## config.mk

```make
export PLATFORM = sky130hd
export DESIGN_NAME = gdi_top
export DESIGN_NICKNAME = d
export VERILOG_FILES = /design/src/design/gdi_pkg.sv /design/src/design/gdi_top.sv /design/src/design/gdi_sync.sv
export SDC_FILE = /design/constraint.sdc
export NUM_CORES = 1
export LEC_CHECK = 0
export ABC_CLOCK_PERIOD_IN_PS = 1700
export BUFFER_PORTS_ARGS = -buffer_cell sky130_fd_sc_hd__buf_4
export CAP_MARGIN = 20
export CORE_UTILIZATION = 47
export DETAILED_ROUTE_END_ITERATION = 10
export PLACE_DENSITY = 0.75
export SLEW_MARGIN = 20
export SYNTH_ARGS = -nofsm -noshare
export SYNTH_HDL_FRONTEND = slang
export SYNTH_SLANG_ARGS = --single-unit
```

## constraint.sdc

```tcl
create_clock -name mclk -period 1.7 [get_ports mclk]
set_input_delay 0.085 -clock mclk [delete_from_list [all_inputs] [get_ports mclk]]
set_output_delay 0.085 -clock mclk [all_outputs]
set_load 0.02 [all_outputs]
```

## src/design/gdi_pkg.sv

```systemverilog
/*
  Shared constants and types for the instrument-bus interface state block:
  bus command codes, address layout, state encodings and reset values.
  Assumes the command codes arrive as the 7-bit message of a byte taken
  while attention is asserted; bit 7 (parity on some buses) is ignored.
*/
package gdi_pkg;

  // ---------------------------------------------------------------
  // command message codes
  // ---------------------------------------------------------------
  localparam logic [6:0] GDI_CMD_GTL = 7'h01;
  localparam logic [6:0] GDI_CMD_SDC = 7'h04;
  localparam logic [6:0] GDI_CMD_GET = 7'h08;
  localparam logic [6:0] GDI_CMD_LLO = 7'h11;
  localparam logic [6:0] GDI_CMD_DCL = 7'h14;
  localparam logic [6:0] GDI_CMD_SPE = 7'h18;
  localparam logic [6:0] GDI_CMD_SPD = 7'h19;

  // ---------------------------------------------------------------
  // address groups: upper two bits select listen or talk group
  // ---------------------------------------------------------------
  localparam logic [1:0] GDI_GRP_LISTEN = 2'h1;
  localparam logic [1:0] GDI_GRP_TALK = 2'h2;
  localparam logic [4:0] GDI_ADDR_UN = 5'h1F;
  localparam logic [4:0] GDI_ADDR_MAX = 5'h1E;
  localparam logic [4:0] GDI_ADDR_DEFAULT = 5'h0F;

  // ---------------------------------------------------------------
  // status byte layout
  // ---------------------------------------------------------------
  localparam int GDI_STB_RQS_BIT = 6;
  localparam logic [7:0] GDI_STB_RESET = 8'h00;

  // ---------------------------------------------------------------
  // remote/local states, gray coded: bit0 remote, bit1 lockout
  // ---------------------------------------------------------------
  typedef enum logic [1:0] {
    GDI_LOCS = 2'h0,
    GDI_REMS = 2'h1,
    GDI_RWLS = 2'h3,
    GDI_LWLS = 2'h2
  } gdi_rl_t;

  localparam gdi_rl_t GDI_RL_RESET = GDI_LOCS;

endpackage

```

## src/design/gdi_top.sv

```systemverilog
/*
  Device-side interface state logic for an instrument on a parallel
  instrument bus: remote/local with lockout, talker and listener state,
  service request, device clear, trigger and serial poll.
  Assumes an acceptor handshake on mclk delivers each command byte as a
  one-cycle cmd_valid, and a source handshake pulses stb_taken when the
  controller accepts a byte this block offers. Bus lines are low-true pins.
*/
// Function
// remote only when addressed to listen under enable
// remote blocks keys except local; indicator follows
// output-off key always works
// local key cancels remote, restores display
// lockout kills local key; cleared by go-to-local
// talk address sets talker; untalk, listen, clear reset
// listen address sets listener; unlisten, talk, clear reset
// interface clear: local, idle, indicators off; the code keeps srq_indicator_ff
// controller holds interface clear long enough
// enabled conditions raise a service request
// request indicator holds until polled or cleared
// device clear empties buffers, keeps settings
// universal clear acts unaddressed
// selected clear acts only when listening
// group trigger arms the trigger sequence
// poll returns status byte whenever addressed talk
// go-to-local leaves remote, re-enables keys
// own address configurable zero to thirty, default fifteen
// power-up: local, no lockout, idle, no request
`timescale 1ns/1ps
module gdi_top
  import gdi_pkg::*;
#(
  parameter int NKEY = 8,
  parameter int KEY_LOCAL = 0,
  parameter int KEY_OUT_OFF = 1,
  parameter int NCOND = 8
) (
  input wire logic mclk,
  input wire logic rst,
  input wire logic ren_n,
  input wire logic ifc_n,
  input wire logic atn_n,
  input wire logic cmd_valid,
  input wire logic [7:0] cmd_byte,
  input wire logic [4:0] primary_addr,
  input wire logic [NKEY-1:0] key_in,
  input wire logic [NCOND-1:0] cond_in,
  input wire logic [NCOND-1:0] cond_enable,
  input wire logic [7:0] stb_in,
  input wire logic stb_taken,
  output logic remote_indicator_ff,
  output logic lockout_ff,
  output logic talk_indicator_ff,
  output logic listener_indicator_ff,
  output logic srq_indicator_ff,
  output logic srq_o_ff,
  output logic srq_oe_ff,
  output logic [NKEY-1:0] key_press_ff,
  output logic display_normal_ff,
  output logic dev_clear_ff,
  output logic trigger_arm_ff,
  output logic spoll_drive_ff,
  output logic [7:0] spoll_byte_ff
);

  // ---------------------------------------------------------------
  // pin synchronisation
  // ---------------------------------------------------------------
  localparam int NSYNC = NKEY + 3;
  localparam logic [NSYNC-1:0] SYNC_IDLE = {3'h7, {NKEY{1'b0}}};

  logic [NSYNC-1:0] sync_q;
  logic ren;
  logic ifc;
  logic atn;
  logic [NKEY-1:0] key_lvl;

  gdi_sync #(.W(NSYNC)) u_sync (
    .mclk(mclk),
    .rst(rst),
    .d({ren_n, ifc_n, atn_n, key_in}),
    .rst_val(SYNC_IDLE),
    .q(sync_q)
  );

  // interface clear is sampled as a level; a held pulse is assumed
  assign ren = ~sync_q[NKEY+2];
  assign ifc = ~sync_q[NKEY+1];
  assign atn = ~sync_q[NKEY];
  assign key_lvl = sync_q[NKEY-1:0];

  // ---------------------------------------------------------------
  // command decode
  // ---------------------------------------------------------------
  logic [4:0] my_addr;
  logic addr_ok;
  logic [6:0] msg;
  logic is_mla;
  logic is_mta;
  logic is_unl;
  logic is_unt;
  logic is_ota;
  logic listening;

  // address above thirty matches nothing
  assign addr_ok = primary_addr <= GDI_ADDR_MAX;
  assign my_addr = primary_addr;
  assign msg = cmd_byte[6:0];
  assign is_mla = cmd_valid && addr_ok && msg == {GDI_GRP_LISTEN, my_addr};
  assign is_mta = cmd_valid && addr_ok && msg == {GDI_GRP_TALK, my_addr};
  assign is_unl = cmd_valid && msg == {GDI_GRP_LISTEN, GDI_ADDR_UN};
  assign is_unt = cmd_valid && msg == {GDI_GRP_TALK, GDI_ADDR_UN};
  assign is_ota = cmd_valid && msg[6:5] == GDI_GRP_TALK && !is_mta && !is_unt;
  assign listening = listener_indicator_ff;

  // ---------------------------------------------------------------
  // remote / local state
  // ---------------------------------------------------------------
  gdi_rl_t rl_ff;
  gdi_rl_t nxt_rl;
  logic key_prev_ff;
  logic nxt_remote;
  logic nxt_lockout;
  logic local_press;
  logic nxt_display_normal;

  assign local_press = key_lvl[KEY_LOCAL] && !key_prev_ff;

  always_comb begin
    nxt_rl = rl_ff;
    nxt_display_normal = 1'b0;
    if (ifc || !ren) begin
      // leave remote, keep lockout until go-to-local
      nxt_rl = rl_ff[1] ? GDI_LWLS : GDI_LOCS;
    end else if (cmd_valid && msg == GDI_CMD_GTL && listening) begin
      nxt_rl = GDI_LOCS;
    end else if (cmd_valid && msg == GDI_CMD_LLO) begin
      nxt_rl = rl_ff[0] ? GDI_RWLS : GDI_LWLS;
    end else if (is_mla) begin
      nxt_rl = rl_ff[1] ? GDI_RWLS : GDI_REMS;
    end else if (local_press && rl_ff == GDI_REMS) begin
      nxt_rl = GDI_LOCS;
      nxt_display_normal = 1'b1;
    end
    nxt_remote = nxt_rl[0];
    nxt_lockout = nxt_rl[1];
  end

  always_ff @(posedge mclk or posedge rst) begin
    if (rst) begin
      rl_ff <= GDI_RL_RESET;
      remote_indicator_ff <= 1'b0;
      lockout_ff <= 1'b0;
      display_normal_ff <= 1'b0;
    end else begin
      rl_ff <= nxt_rl;
      remote_indicator_ff <= nxt_remote;
      lockout_ff <= nxt_lockout;
      display_normal_ff <= nxt_display_normal;
    end
  end

  // ---------------------------------------------------------------
  // talker / listener addressing
  // ---------------------------------------------------------------
  logic nxt_talk;
  logic nxt_listen;

  always_comb begin
    nxt_talk = talk_indicator_ff;
    nxt_listen = listener_indicator_ff;
    if (ifc) begin
      nxt_talk = 1'b0;
      nxt_listen = 1'b0;
    end else begin
      if (is_mta) begin
        nxt_talk = 1'b1;
        nxt_listen = 1'b0;
      end else if (is_mla) begin
        nxt_listen = 1'b1;
        nxt_talk = 1'b0;
      end
      if (is_unt || is_ota) begin
        nxt_talk = 1'b0;
      end
      if (is_unl) begin
        nxt_listen = 1'b0;
      end
    end
  end

  always_ff @(posedge mclk or posedge rst) begin
    if (rst) begin
      talk_indicator_ff <= 1'b0;
      listener_indicator_ff <= 1'b0;
    end else begin
      talk_indicator_ff <= nxt_talk;
      listener_indicator_ff <= nxt_listen;
    end
  end

  // ---------------------------------------------------------------
  // service request and serial poll
  // ---------------------------------------------------------------
  logic summary;
  logic summary_prev_ff;
  logic spe_ff;
  logic nxt_rqs;
  logic nxt_spe;
  logic nxt_drive;
  logic polled;
  logic [7:0] nxt_spoll_byte;

  assign summary = |(cond_in & cond_enable);
  assign polled = spoll_drive_ff && stb_taken;

  always_comb begin
    nxt_rqs = srq_indicator_ff;
    if (!summary || polled) begin
      nxt_rqs = 1'b0;
    end
    if (summary && !summary_prev_ff) begin
      nxt_rqs = 1'b1; // a new request wins over a clear
    end
    nxt_spe = spe_ff;
    if (ifc || (cmd_valid && msg == GDI_CMD_SPD)) begin
      nxt_spe = 1'b0;
    end else if (cmd_valid && msg == GDI_CMD_SPE) begin
      nxt_spe = 1'b1;
    end
    // offered whenever polled, request pending or not
    nxt_drive = nxt_spe && nxt_talk && !atn && !ifc;
    nxt_spoll_byte = stb_in;
    nxt_spoll_byte[GDI_STB_RQS_BIT] = nxt_rqs;
  end

  always_ff @(posedge mclk or posedge rst) begin
    if (rst) begin
      srq_indicator_ff <= 1'b0;
      srq_o_ff <= 1'b0;
      srq_oe_ff <= 1'b0;
      summary_prev_ff <= 1'b0;
      spe_ff <= 1'b0;
      spoll_drive_ff <= 1'b0;
      spoll_byte_ff <= GDI_STB_RESET;
    end else begin
      srq_indicator_ff <= nxt_rqs;
      srq_o_ff <= 1'b0;
      srq_oe_ff <= nxt_rqs;
      summary_prev_ff <= summary;
      spe_ff <= nxt_spe;
      spoll_drive_ff <= nxt_drive;
      spoll_byte_ff <= nxt_spoll_byte;
    end
  end

  // ---------------------------------------------------------------
  // clear, trigger and panel keys
  // ---------------------------------------------------------------
  logic [NKEY-1:0] key_last_ff;
  logic [NKEY-1:0] nxt_key_press;
  logic nxt_dev_clear;
  logic nxt_trigger;
  logic panel_blocked;

  assign panel_blocked = rl_ff[0] || rl_ff[1];

  always_comb begin
    // universal clear, selected clear only while listening
    nxt_dev_clear = cmd_valid && (msg == GDI_CMD_DCL || (msg == GDI_CMD_SDC && listening));
    nxt_trigger = cmd_valid && msg == GDI_CMD_GET && listening;
  end

  for (genvar k = 0; k < NKEY; k++) begin : g_key
    always_comb begin
      if (k == KEY_OUT_OFF) begin
        nxt_key_press[k] = key_lvl[k] && !key_last_ff[k];
      end else begin
        nxt_key_press[k] = key_lvl[k] && !key_last_ff[k] && !panel_blocked;
      end
    end
  end

  always_ff @(posedge mclk or posedge rst) begin
    if (rst) begin
      key_last_ff <= '0;
      key_prev_ff <= 1'b0;
      key_press_ff <= '0;
      dev_clear_ff <= 1'b0;
      trigger_arm_ff <= 1'b0;
    end else begin
      key_last_ff <= key_lvl;
      key_prev_ff <= key_lvl[KEY_LOCAL];
      key_press_ff <= nxt_key_press;
      // one pulse flushes queues; settings are not touched here
      dev_clear_ff <= nxt_dev_clear;
      trigger_arm_ff <= nxt_trigger;
    end
  end
endmodule

```

## src/design/gdi_sync.sv

```systemverilog
/*
  Two-flop synchroniser for a vector of independent level inputs.
  Assumes each bit is a slow level; no relation between bits is kept.
*/
`timescale 1ns/1ps
module gdi_sync #(
  parameter int W = 1
) (
  input wire logic mclk,
  input wire logic rst,
  input wire logic [W-1:0] d,
  input wire logic [W-1:0] rst_val,
  output logic [W-1:0] q
);

  logic [W-1:0] meta_ff;
  logic [W-1:0] q_ff;

  // rst_val is held constant by the instantiator; flops reset to zero and
  // the polarity is folded in at the ports so reset takes a constant only
  always_ff @(posedge mclk or posedge rst) begin
    if (rst) begin
      meta_ff <= '0;
      q_ff <= '0;
    end else begin
      meta_ff <= d ^ rst_val;
      q_ff <= meta_ff;
    end
  end

  assign q = q_ff ^ rst_val;

endmodule

```

==> results.cfg <==
[detailed_routing]
drt-initial-drc-count = 45
via_count = 1409
viasPerCell = 4.93
dr.pass1.iters = 6
route.detailed.drc = 0
ant_nets = 0
routedWlPerCell_um = 13.3
drt_wl_total_mm = 3.80

[floorplanning]
core_um2 = 4000
num_rows = 23
die_w_um = 66.5
dieArea_um2 = 4420
initial_core_util_pct = 48.8
die_h_um = 66.5
pin_count = 79

[clock_network]
cts_buffers = 5
cts_buffer_depth = 2
cts_htree_levels = 2
cts_tree = done
clock_sinks = 56
root_buffer = clkbuf_8
clk_pin_slew_ns = 0.09
insertion_delay_ns = 0.31

[worst_hold_path]
min_to = summary_prev_ff
min_path_type = primary input to flip-flop
hp-start = cond_enable[6]
min_path_cells = 3

[placement]
place_congestion = 0.813
placed_cell_area_um2 = 2570
place_inst = 258
dpl_worst_slack_ns = 0.356
io_buffer_count = 75
dp_hpwl_mm = 2.79

[layout]
final_util_pct = 71.7
seqCellArea_um2 = 1400
final_cells = 286
fillers = 273
drive_above_1_share_pct = 39.0
design_area_um2 = 2870
multi_input_area_um2 = 495
n_antenna_cell = 0
fin_nets = 287
area_growth_pct = 46.9

[worst_setup_path]
endpoint_kind = flip-flop
worst_ep_required_time_ns = 1.92
cp-start-kind = primary input
r2r_end = rl_ff[0]
crit_type = primary input to flip-flop
reg2reg_from = u_sync.q_ff[9]
cp.arrival_ns = 1.63
crit_fanout = 6
worst-r2r-setup-slack_ns = 0.33
rr_worst_depth = 4

[grt]
antenna_found_initial = 0
grt_max_degree = 31
grt_remaining_overflow = 0
grt_usage_pct = 18.5
grt_pass1_wl_mm = 5.91
grt_pass1_vias = 1418

[logic_synthesis]
ys_seq_area_share_pct = 71.7
synthCells = 136
ys_async_sr_fraction_pct = 100
synth_edf_count = 0
syn-num-nets = 188
yosys_warnings = 0
ys_ff_latch = 56
synth.cell_area_um2 = 1950
synth_cell_type_count = 37
synth-main-ff-cell = dfrtp_1
syn_avg_cell_area_um2 = 14.4

[timing]
finalCritPeriodShare_pct = 82.5
setup_viol = 0
hold_slack_ns = 0.0537
worst_pin_slew_ns = 0.612
final.setup_skew_ns = 0.0125
final_max_slew_viol_count = 0
rsz0062_at_grt = false
fmax_ghz = 0.713
setup_slack_ns = 0.297
layout_min_cycle_time_ns = 1.40
setup_tns_ns = 0
max_slew_margin_pct = 59.2
finalHoldViolCount = 0

[run]
maxCapViolCount = 0

[pwr]
static-leakage-power_nw = 1.37
power_density_nw_per_um2 = 875
ir_drop_v = 0.000651
p_total_mw = 2.51

[status]
outcome = finished, final reports clean
==> cells by family after synthesis <==
| family | Yosys count | share of synthesized area, % |
|---|---|---|
| DFF | 56 | 71.7 |
| and+or+nand+nor | 41 | 13.8 |
| AOI/OAI and AO/OA | 19 | 8.07 |
| buffers and inverters | 12 | 2.88 |
| xor gates and xnor gates | 4 | 1.79 |
| muxes | 3 | 1.54 |
| other | 1 | 0.192 |
==> layout by cell type (no fill, tap or decap), types with 2 or more instances in the layout <==
master / n
nand3_1: 4
nor2b_1: 3
a21boi_0: 2
dfrtp_1: 56
mux2i_1: 3
o31a_1: 2
a22oi_1: 4
and3_1: 2
xnor2_1: 4
nor2_1: 4
inv_1: 7
clkbuf_8: 5
o21ai_0: 4
buf_4: 75
dlygate4sd3_1: 20
nand2_1: 6
nor3b_1: 8
nand4_1: 2
==> worst max path at each step <==
stage,start,endpoint,slack (ns),cells past startpoint
after floorplan,rst,dev_clear_ff,0.24,1
after global placement,cmd_byte[4],spoll_drive_ff,0.43,5
after detailed placement,primary_addr[3],rl_ff[0],0.36,5
after CTS,cmd_byte[5],rl_ff[0],0.31,6
after global routing,cmd_byte[5],rl_ff[0],0.18,6
final,cmd_byte[5],rl_ff[0],0.30,6
==> timing repair <==
action,4_1_cts,5_1_grt
setup buffers,0,0
hold buffers,20,0
resized for setup,0,0
hold endpoints to repair,48,0
==> power by group <==
group          leakage [nW]  internal (mW)  switching, mW
clock network        0.0463          0.303          0.430
logic                 0.645          0.189          0.166
registers             0.681           1.39         0.0281
total                  1.37           1.89          0.624
==> Yosys cell counts (2+ instances only) <==
cell type | instances | area, um2
nand3_1 | 4 | 20.0
a22oi_1 | 4 | 30.0
nand2_1 | 6 | 22.5
dfrtp_1 | 56 | 1400
o31a_1 | 2 | 17.5
inv_1 | 8 | 30.0
a21boi_0 | 2 | 15.0
mux2i_1 | 3 | 30.0
buf_4 | 3 | 22.5
nor2b_1 | 3 | 18.8
nand4_1 | 2 | 12.5
and3_1 | 2 | 12.5
xnor2_1 | 4 | 35.0
nor3b_1 | 8 | 60.1
nor2_1 | 4 | 15.0
o21ai_0 | 4 | 20.0
==> flip-flops by register name (all words and copies together) (netlist names), 8 cells and up <==
signal,cells
u_sync.meta_ff,11
u_sync.q_ff,11
key_last_ff,8
key_press_ff,8
spoll_byte_ff,8
==> area by class of cell <==
class	count	share of cell area [%]
clock buffers	5	2.40
clock inverters	3	0.959
inverters	8	1.05
multi-input cells	68	17.3
flip-flops and latches	56	48.8
well taps	50	2.18
repair buffers	96	27.3
==> critical path, stage by stage <==
cell and delay, ns:
dlygate4sd3_1 0.53, buf_4 0.14, inv_1 0.06, nor2_1 0.14, nor4b_2 0.43, mux2i_1 0.24
==> per-layer routing <==
layer	track usage, %	wire, um	up-vias
li1	-	-	671
met1	19.4	1440	677
met2	35.3	2120	59
met3	6.16	238	2
met4	3.99	8	0
met5	0	0	-
No activity file was read; power rests on OpenSTA's default activity.
